**src/hdl/sdrv_pkg.sv**
```systemverilog
// sdrv_pkg: shared constants for the step drive and its motion controller.
// assumes a single 25 MHz clock shared by both ends.
package sdrv_pkg;
  localparam int unsigned CLK_HZ        = 25_000_000;
  // times in their own units, cycle counts derived
  localparam int unsigned PERMIT_LEAD_MS = 100;
  localparam int unsigned DIR_SETUP_NS   = 5000;
  localparam int unsigned PULSE_HIGH_NS  = 2500;
  localparam int unsigned PULSE_LOW_NS   = 2500;
  localparam int unsigned RAMP_MS        = 100;
  localparam int unsigned FRAME_MS       = 3000;
  localparam int unsigned FLASH_ON_MS    = 200;
  localparam int unsigned FLASH_OFF_MS   = 200;
  localparam int unsigned PERMIT_LEAD_CYC = PERMIT_LEAD_MS * (CLK_HZ / 1000);
  localparam int unsigned DIR_SETUP_CYC  = (DIR_SETUP_NS * (CLK_HZ / 1_000_000) + 999) / 1000;
  localparam int unsigned PULSE_HIGH_CYC = (PULSE_HIGH_NS * (CLK_HZ / 1_000_000) + 999) / 1000;
  localparam int unsigned PULSE_LOW_CYC  = (PULSE_LOW_NS * (CLK_HZ / 1_000_000) + 999) / 1000;
  localparam int unsigned RAMP_CYC       = RAMP_MS * (CLK_HZ / 1000);
  localparam int unsigned FRAME_CYC      = FRAME_MS * (CLK_HZ / 1000);
  localparam int unsigned FLASH_ON_CYC   = FLASH_ON_MS * (CLK_HZ / 1000);
  localparam int unsigned FLASH_OFF_CYC  = FLASH_OFF_MS * (CLK_HZ / 1000);
  localparam int unsigned SYNC_STAGES    = 3;
  localparam int unsigned NUM_FAULTS     = 5;
  // fault bit positions
  localparam int unsigned FLT_OVER_CURRENT = 0;
  localparam int unsigned FLT_OVER_VOLTAGE = 1;
  localparam int unsigned FLT_UNDER_VOLTAGE = 2;
  localparam int unsigned FLT_PHASE_ERROR  = 3;
  localparam int unsigned FLT_OVER_TEMP    = 4;
  localparam logic [2:0]  FLASH_NONE     = 3'h0;
  localparam logic [4:0]  FAULT_RESET    = 5'h00;
  // default display priority, highest first, by fault index
  localparam logic [14:0] PRIO_DEFAULT   = {3'h0, 3'h1, 3'h2, 3'h3, 3'h4};
endpackage : sdrv_pkg

```
**src/hdl/sdrv_link_if.sv**
```systemverilog
// sdrv_link_if: control wires from motion controller to step drive.
// assumes both ends share ref_clk; plain levels, no tristate.
`timescale 1ns/1ps
interface sdrv_link_if;
  logic stepStrobe;
  logic rotationSense;
  logic outputPermit;
  modport drive (input stepStrobe, input rotationSense, input outputPermit);
  modport ctrl  (output stepStrobe, output rotationSense, output outputPermit);
endinterface : sdrv_link_if

```
**src/hdl/sdrv_drive.sv**
```systemverilog
// sdrv_drive: step drive control core, fault latching and indicators.
// assumes link wires and fault inputs are asynchronous; power cycle is reset_n.
// assumes the ramp length is nonzero, since the coil level divides by it.
`timescale 1ns/1ps
// Contract
// - controller raises permit 100 ms before direction
// - direction steady 5 us before step edge
// - step high at least 2.5 us
// - step low at least 2.5 us
// - green lit while no protection active
// - over-current raised from current or short input
// - over-current shows one red flash per frame
// - over-voltage shows two red flashes per frame
// - under-voltage shows three red flashes per frame
// - phase error raised on bad motor wiring
// - phase error shows four red flashes per frame
// - over-temperature shows five red flashes per frame
// - only highest priority fault is displayed
// - any protection frees the motor coils
// - faults latch until power cycle reset
// - coil current ramps 100 ms after start
module sdrv_drive import sdrv_pkg::*; #(
  parameter logic [14:0] PRIO       = PRIO_DEFAULT,
  parameter int unsigned RAMP       = RAMP_CYC,
  parameter int unsigned FRAME      = FRAME_CYC,
  parameter int unsigned FLASH_ON   = FLASH_ON_CYC,
  parameter int unsigned FLASH_OFF  = FLASH_OFF_CYC,
  parameter int unsigned LEVEL_BITS = 8
) (
  input  wire logic                  ref_clk,
  input  wire logic                  reset_n,
  sdrv_link_if.drive                 link,
  input  wire logic                  overCurrentIn,
  input  wire logic                  shortCircuitIn,
  input  wire logic                  overVoltageIn,
  input  wire logic                  underVoltageIn,
  input  wire logic                  phaseErrorIn,
  input  wire logic                  overTempIn,
  output logic                       coilEnable,
  output logic [LEVEL_BITS-1:0]      coilLevel,
  output logic                       stepTaken,
  output logic                       stepForward,
  output logic                       greenLed,
  output logic                       redLed,
  output logic [NUM_FAULTS-1:0]      faultFlags
);
  localparam int unsigned RW = $clog2(RAMP + 1);
  localparam int unsigned FW = $clog2(FRAME + 1);
  localparam int unsigned LW = $clog2(FLASH_ON + FLASH_OFF + 1);

  // returns index of fault in priority slot n
  function automatic logic [2:0] prioSlot(input logic [14:0] p, input int n);
    prioSlot = p[3*(4-n) +: 3];
  endfunction : prioSlot

  logic [2:0]            linkSync;
  logic [5:0]            rawFault;
  logic [5:0]            syncFault;
  logic [NUM_FAULTS-1:0] faultNow;
  logic [NUM_FAULTS-1:0] flags_q;
  logic [NUM_FAULTS-1:0] flags_d;
  logic                  anyFault;
  logic [RW-1:0]         ramp_q;
  logic [RW-1:0]         ramp_d;
  logic                  permitPrev_q;
  logic                  stepPrev_q;
  logic                  stepRise;
  logic                  permitRise;
  logic                  ramping;
  logic [FW-1:0]         frame_q;
  logic [FW-1:0]         frame_d;
  logic                  frameEnd;
  logic [LW-1:0]         phase_q;
  logic [LW-1:0]         phase_d;
  logic [2:0]            flashDone_q;
  logic [2:0]            flashDone_d;
  logic                  phaseEnd;
  logic [2:0]            shownFault;
  logic [2:0]            flashTarget;
  logic                  redOn;
  logic                  red_d;
  logic                  coilOn;
  logic [63:0]           levelProd;
  logic [LEVEL_BITS-1:0] level_d;
  logic                  stepAccept;

  sdrv_sync #(.WIDTH(3)) uLinkSync (
    .ref_clk (ref_clk),
    .reset_n (reset_n),
    .asyncIn ({link.stepStrobe, link.rotationSense, link.outputPermit}),
    .syncOut (linkSync)
  );

  assign rawFault = {overCurrentIn, shortCircuitIn, overVoltageIn,
                     underVoltageIn, phaseErrorIn, overTempIn};
  sdrv_sync #(.WIDTH(6)) uFaultSync (
    .ref_clk (ref_clk),
    .reset_n (reset_n),
    .asyncIn (rawFault),
    .syncOut (syncFault)
  );

  // over-current covers both sustained current and coil shorts
  assign faultNow[FLT_OVER_CURRENT]  = syncFault[5] | syncFault[4];
  assign faultNow[FLT_OVER_VOLTAGE]  = syncFault[3];
  assign faultNow[FLT_UNDER_VOLTAGE] = syncFault[2];
  assign faultNow[FLT_PHASE_ERROR]   = syncFault[1];
  assign faultNow[FLT_OVER_TEMP]     = syncFault[0];
  // flags only set; nothing but reset clears them
  for (genvar g = 0; g < NUM_FAULTS; g++) begin : gFlagLatch
    assign flags_d[g] = flags_q[g] | faultNow[g];
  end
  assign anyFault = |flags_q;

  // fixed priority pick, first set slot wins
  // 3'h7 marks nothing latched; no fault index reaches it
  always_comb begin
    shownFault = 3'h7;
    for (int n = 4; n >= 0; n--) begin
      if (flags_q[prioSlot(PRIO, n)]) begin
        shownFault = prioSlot(PRIO, n);
      end
    end
  end
  // flash count is fault index plus one
  assign flashTarget = (shownFault == 3'h7) ? FLASH_NONE :
                       3'(shownFault + 3'h1);

  assign stepRise   = linkSync[2] & ~stepPrev_q;
  assign permitRise = linkSync[0] & ~permitPrev_q;
  // a fresh permit restarts the soft start
  assign ramp_d  = (permitRise || !linkSync[0]) ? '0 :
                   (ramp_q == RW'(RAMP)) ? ramp_q : RW'(ramp_q + 1'b1);
  assign ramping = ramp_q != RW'(RAMP);

  assign frameEnd = frame_q == FW'(FRAME - 1);
  assign frame_d  = frameEnd ? '0 : FW'(frame_q + 1'b1);
  assign phaseEnd = phase_q == LW'(FLASH_ON + FLASH_OFF - 1);
  assign phase_d  = (frameEnd || phaseEnd) ? '0 : LW'(phase_q + 1'b1);
  assign flashDone_d = frameEnd ? 3'h0 :
                       (phaseEnd && flashDone_q < flashTarget) ? 3'(flashDone_q + 3'h1) :
                       flashDone_q;
  assign redOn = (flashDone_q < flashTarget) && (phase_q < LW'(FLASH_ON));
  assign red_d = anyFault && redOn;

  // coils run only on permit with no fault latched
  assign coilOn     = linkSync[0] && !anyFault;
  // level grows with the ramp; 64 bits so a long ramp cannot overflow
  assign levelProd  = 64'(ramp_d) * 64'((1 << LEVEL_BITS) - 1);
  assign level_d    = anyFault ? '0 : LEVEL_BITS'(levelProd / 64'(RAMP));
  // steps in the ramp are dropped, as a controller must expect
  assign stepAccept = stepRise && coilOn && !ramping;

  always_ff @(posedge ref_clk) begin
    if (!reset_n) begin
      flags_q      <= FAULT_RESET;
      ramp_q       <= '0;
      permitPrev_q <= 1'b0;
      stepPrev_q   <= 1'b0;
    end else begin
      flags_q      <= flags_d;
      ramp_q       <= ramp_d;
      permitPrev_q <= linkSync[0];
      stepPrev_q   <= linkSync[2];
    end
  end

  always_ff @(posedge ref_clk) begin
    if (!reset_n) begin
      frame_q     <= '0;
      phase_q     <= '0;
      flashDone_q <= 3'h0;
    end else begin
      frame_q     <= frame_d;
      phase_q     <= phase_d;
      flashDone_q <= flashDone_d;
    end
  end

  always_ff @(posedge ref_clk) begin
    if (!reset_n) begin
      coilEnable  <= 1'b0;
      coilLevel   <= '0;
      stepTaken   <= 1'b0;
      stepForward <= 1'b0;
    end else begin
      coilEnable  <= coilOn;
      coilLevel   <= level_d;
      stepTaken   <= stepAccept;
      stepForward <= linkSync[1];
    end
  end

  always_ff @(posedge ref_clk) begin
    if (!reset_n) begin
      greenLed   <= 1'b0;
      redLed     <= 1'b0;
      faultFlags <= '0;
    end else begin
      greenLed   <= !anyFault;
      redLed     <= red_d;
      faultFlags <= flags_q;
    end
  end
endmodule : sdrv_drive

```
**src/hdl/sdrv_sync.sv**
```systemverilog
// sdrv_sync: three-stage synchroniser with agreement filter.
// assumes asynchronous inputs; output changes once stages two and three agree.
`timescale 1ns/1ps
module sdrv_sync #(
  parameter int unsigned WIDTH = 1
) (
  input  wire logic             ref_clk,
  input  wire logic             reset_n,
  input  wire logic [WIDTH-1:0] asyncIn,
  output logic      [WIDTH-1:0] syncOut
);
  logic [WIDTH-1:0] s1_q;
  logic [WIDTH-1:0] s2_q;
  logic [WIDTH-1:0] s3_q;
  logic [WIDTH-1:0] out_d;
  // stage one is read only by stage two
  assign out_d = ((s2_q ~^ s3_q) & s2_q) | (~(s2_q ~^ s3_q) & syncOut);
  always_ff @(posedge ref_clk) begin
    if (!reset_n) begin
      s1_q    <= '0;
      s2_q    <= '0;
      s3_q    <= '0;
      syncOut <= '0;
    end else begin
      s1_q    <= asyncIn;
      s2_q    <= s1_q;
      s3_q    <= s2_q;
      syncOut <= out_d;
    end
  end
endmodule : sdrv_sync

```
**src/flat_wrapper.sv**
```systemverilog
// flat-port wrapper written by rule: the top's interface ports become plain ports
module sdrv_drive_flat import sdrv_pkg::*;
#(
  parameter logic [14:0] PRIO       = PRIO_DEFAULT,
  parameter int unsigned RAMP       = RAMP_CYC,
  parameter int unsigned FRAME      = FRAME_CYC,
  parameter int unsigned FLASH_ON   = FLASH_ON_CYC,
  parameter int unsigned FLASH_OFF  = FLASH_OFF_CYC,
  parameter int unsigned LEVEL_BITS = 8
)
  (ref_clk, reset_n, overCurrentIn, shortCircuitIn, overVoltageIn, underVoltageIn, phaseErrorIn, overTempIn, coilEnable, coilLevel, stepTaken, stepForward, greenLed, redLed, faultFlags, link_stepStrobe, link_rotationSense, link_outputPermit);
  sdrv_link_if link_i ();
  input  wire logic ref_clk;
  input  wire logic reset_n;
  input  wire logic overCurrentIn;
  input  wire logic shortCircuitIn;
  input  wire logic overVoltageIn;
  input  wire logic underVoltageIn;
  input  wire logic phaseErrorIn;
  input  wire logic overTempIn;
  output logic coilEnable;
  output logic [LEVEL_BITS-1:0] coilLevel;
  output logic stepTaken;
  output logic stepForward;
  output logic greenLed;
  output logic redLed;
  output logic [NUM_FAULTS-1:0] faultFlags;
  input wire logic [$bits(link_i.stepStrobe)-1:0] link_stepStrobe;
  input wire logic [$bits(link_i.rotationSense)-1:0] link_rotationSense;
  input wire logic [$bits(link_i.outputPermit)-1:0] link_outputPermit;
  assign link_i.stepStrobe = link_stepStrobe;
  assign link_i.rotationSense = link_rotationSense;
  assign link_i.outputPermit = link_outputPermit;
  sdrv_drive #(.PRIO(PRIO), .RAMP(RAMP), .FRAME(FRAME), .FLASH_ON(FLASH_ON), .FLASH_OFF(FLASH_OFF), .LEVEL_BITS(LEVEL_BITS)) u_core (.ref_clk(ref_clk), .reset_n(reset_n), .link(link_i), .overCurrentIn(overCurrentIn), .shortCircuitIn(shortCircuitIn), .overVoltageIn(overVoltageIn), .underVoltageIn(underVoltageIn), .phaseErrorIn(phaseErrorIn), .overTempIn(overTempIn), .coilEnable(coilEnable), .coilLevel(coilLevel), .stepTaken(stepTaken), .stepForward(stepForward), .greenLed(greenLed), .redLed(redLed), .faultFlags(faultFlags));
endmodule
```
**config.mk**
```make
export PLATFORM = sky130hd
export DESIGN_NAME = sdrv_drive_flat
export DESIGN_NICKNAME = d
export VERILOG_FILES = /design/src/hdl/sdrv_pkg.sv /design/src/hdl/sdrv_link_if.sv /design/src/hdl/sdrv_drive.sv /design/src/hdl/sdrv_sync.sv /design/src/flat_wrapper.sv
export SDC_FILE = /design/constraint.sdc
export NUM_CORES = 1
export LEC_CHECK = 0
export BUFFER_PORTS_ARGS = -buffer_cell sky130_fd_sc_hd__buf_2
export CAP_MARGIN = 25
export CORE_UTILIZATION = 40
export DETAILED_ROUTE_END_ITERATION = 10
export GPL_TIMING_DRIVEN = 0
export PLACE_DENSITY = 0.56
export SKIP_CTS_REPAIR_TIMING = 1
export SYNTH_ARGS = -nofsm -noshare
export SYNTH_HDL_FRONTEND = slang
export SYNTH_SLANG_ARGS = --single-unit
export TNS_END_PERCENT = 20
```
**constraint.sdc**
```tcl
create_clock -name ref_clk -period 48.7 [get_ports ref_clk]
set_input_delay 0 -clock ref_clk [delete_from_list [all_inputs] [get_ports ref_clk]]
set_output_delay 0 -clock ref_clk [all_outputs]
set_load 0.05 [all_outputs]
```
==> metrics list <==
- Post-route cell area: 19300 um2
* Final Core Density: 0.445
- During synthesis, Yosys emitted a total of 0 warnings.
- Data on the critical path is required at its endpoint by 49010 ps.
* Worst Path Class, Setup: flop to flop
* Setup TNS after final layout: 0 ps
- Max-cap check violation count: 0
- Detailed placement ended at an HPWL of 42300 um.
- In this design, the stage delay of the slowest critical-path cell is 800 ps.
* CP arrival: 20410 ps
* Count of flip-flops with a built-in enable after synthesis: 0
- Dividing the detail-routed wire length by the instance count gives 17.7 um.
- Of the total power, the clock network draws 0.535.
* Total Power Consumption: 0.257 mW
* Highest fanout seen on the critical path: 10
- In the finished design, the share of the clock period the worst path needs comes to 0.413.
* Final setup skew: 22.8 ps
* Most used cells in the layout excluding fill and tap cells: sky130_fd_sc_hd__nor2_1 (255), sky130_fd_sc_hd__nand2_1 (203), sky130_fd_sc_hd__inv_1 (180), sky130_fd_sc_hd__a21oi_1 (137), sky130_fd_sc_hd__dfxtp_1 (137)
- Via-per-instance ratio: 5.79
- The number of antenna violations at the first check in global routing was 0.
- Startpoint Class: flop
* Final count of pins violating max slew: 0
* Gate count of the mapped netlist: 2295
- Std-Cell Core Area: 43500 um2
* Leakage power total: 7.87 nW
- The most numerous cell type found on the critical path is sky130_fd_sc_hd__a21oi_1.
* Slew at the pin with the worst max-slew slack: 1000 ps
* Ant diodes: 0
- The floorplan step defined a die boundary enclosing 45200 um2.
- Post-synthesis average cell area: 7.73 um2
* RSZ-0062 raised after global routing: no
- Async set or reset register ratio after synthesis: 0
- Placer Congestion: 0.931
- Final wirelength: 52400 um
* First-pass GRT wire length: 85700 um
- Based on the critical path, the design can be clocked at up to 49.8 MHz.
- Among all flip-flop cells after synthesis, the most frequent one is sky130_fd_sc_hd__dfxtp_1.
- The floorplan has 76 rows.
* Global-route total usage across every layer: 0.235
- Share of post-route cells with drive strength above 1: 0.0921
* Final worst path period need: 20100 ps
- The path class of the tightest hold or removal check is input port to flop.
- Critical path capture point type: flop
- During placement, the flow inserted port buffers numbering 27.
- Setup violations remaining at the end of the flow were counted as 0.
* Max Root-Sink Buffers: 2
- Max IR drop VDD: 0.0304 mV
- The via count of the first global-routing pass was 16300.
- Of the total power, combinational logic draws 0.021.
- Timing analysis after detailed placement gives a worst setup slack of 28920 ps.
- Routed via count: 17100
* Clock network latency to the later pin of the worst-skew pair: 480 ps
- Outcome: completed
- Post-Synthesis Net Count: 2466
- Power spread over the standard cell area amounts to 13.3 nW/um2.
- Part of the Yosys area used for sequential elements: 0.155
- The clock tree synthesis step divided the H-tree into 4 levels.
* Total area of sequential cells: 2740 um2
- The largest individual stage delay along the critical path comes from the cell sky130_fd_sc_hd__a21oi_1.
- DRT antenna net count: 0
* Residual DRC: 0
* Library cells used by synthesis: 122
- Total overflow reported by the global router: 0
- Worst setup slack after layout: 28600 ps
- Clock tree from TritonCTS: built
- Summing all placed instances gives a cell area of 18600 um2.
- Number of nets in the layout: 2524
* Most frequent standard cell in the layout excluding fill and tap cells: sky130_fd_sc_hd__nor2_1
- After clock tree synthesis, the clock-pin slew on the worst setup and hold paths is 70 ps.
* Internal portion of total power: 0.190 mW
- From synthesis to final layout, the design area changed by 9.01%.
- The initial utilization of the core area, before any placement, comes to 0.408.
- In this run the power spent charging and discharging nets is 0.0677 mW.
* Clock Sink Count: 137
- Synth Cell Area: 17700 um2
- Summing all multi-input logic gate instances after layout gives 13900 um2.
- Pin count of the biggest net entering global routing: 18
- Chip Width: 213 um
- The share of total power dissipated in sequential elements is 0.443.
- Number of top-level design ports: 29
- For this block, the initial DRC count from the detailed router was 1409.
- The hold violation total from the final report came to 0.
- Inserted Clock Buffers: 17
* Total of flip-flops plus latches after synthesis: 137
- Fillcell total: 4451
- Detailed-router iteration count before antenna repair: 7
* Switching fraction of total power: 0.263
* Die H: 213 um
* Buffer type at the clock tree root: sky130_fd_sc_hd__clkbuf_16
- The worst pin sits at a relative slew slack of 0.328.
==> worst paths after layout <==
check | from | endpoint | slack [ps] | cells past startpoint
hold reg to reg | u_core.uLinkSync.s1_q[1] | u_core.uLinkSync.s2_q[1] | 440 | 1
hold / removal | reset_n | u_core.permitPrev_q | 180 | 2
setup reg to reg | u_core.ramp_q[2] | u_core.coilLevel[0] | 28600 | 61
setup / recovery | u_core.ramp_q[2] | u_core.coilLevel[0] | 28600 | 61
==> worst max-delay path: cells and delay by family, from the launching register on <==
kind                     cells  cell delay, ps
AO/OA/AOI/OAI               20            7440
XOR/XNOR                     4            2040
adder cells (fa/ha/maj)      6            2650
buffers and inverters        6            1460
flip-flops                   1             460
multiplexers                 3             590
AND/OR/NAND/NOR             22            5260
==> power by group through the flow <==
| stage | clock [mW] | sequential [mW] | combinational [mW] |
|---|---|---|---|
| 6_report | 0.138 | 0.114 | 0.00550 |
| 2_1_floorplan | 0 | 0.117 | 0.00292 |
| 3_3_place_gp | 0 | 0.117 | 0.00490 |
| 4_1_cts | 0.142 | 0.114 | 0.00505 |
| 5_1_grt | 0.146 | 0.114 | 0.00619 |
| 3_5_place_dp | 0 | 0.117 | 0.00502 |
==> flip-flops by register name, indices dropped and copies added, names as in the netlist, 3 cells and up, named ones only <==
signal / flops
u_core.frame_q: 27
u_core.flags_q: 5
u_core.uLinkSync.s2_q: 3
u_core.faultFlags: 5
u_core.uFaultSync.s1_q: 6
u_core.uLinkSync.s3_q: 3
u_core.uFaultSync.s2_q: 6
u_core.coilLevel: 8
u_core.uFaultSync.s3_q: 6
u_core.phase_q: 24
u_core.ramp_q: 22
u_core.uLinkSync.s1_q: 3
u_core.flashDone_q: 3
==> cell families after synthesis <==
kind of cell,Yosys count,share of synthesized area
adders and majority gates,164,0.157
buffers and inverters,273,0.0623
and+or+nand+nor,877,0.251
DFF,137,0.155
AOI/OAI and AO/OA,601,0.249
xor gates and xnor gates,197,0.0994
muxes,46,0.0269
==> layout make-up <==
type                            instances  area share
Timing Repair Buffer                   39      0.0127
Multi-Input combinational cell       1885       0.719
Clock buffer                           17      0.0220
Sequential cell                       137       0.142
Tap cell                              585      0.0378
Clock inverter                         15     0.00983
Inverter                              180      0.0349
Buffer                                 93      0.0223
==> metal layers <==
layer | vias to the layer above | share of wire | global-route usage
met3 | 77 | 0.039 | 0.0309
li1 | 8326 | - | -
met2 | 387 | 0.47 | 0.394
met1 | 8300 | 0.47 | 0.315
met5 | - | 0 | 0
met4 | 0 | 0.023 | 0.0675
==> synthesized netlist by cell type, drive strengths merged (18+ instances only) <==
cell type  number  area (um2)
a211oi         44         385
or3            26         163
xnor2         116        1020
o211ai         29         223
dfxtp         137        2740
a211o          18         170
nor3           50         260
buf            45         250
nor2          261        1020
fa            100        2000
nand4          31         194
a31oi          27         196
and2           58         363
a21o           24         188
a21oi         151         853
nand2         206         781
xor2           81         747
nand3          80         400
ha             60         751
and3           37         236
o31ai          19         166
mux2i          36         360
nor4           27         203
o21ai         121         647
or2            19         121
inv           180         676
clkbuf         48         180
==> stage by stage <==
stage               instances  hold WS (ps)
CTS                      2942          -287
floorplan                2295           127
finish                   2951           184
detailed placement       2910           210
global placement         2907           209
global route             2951           182
Note: power is estimated with default switching activity, not from simulation.
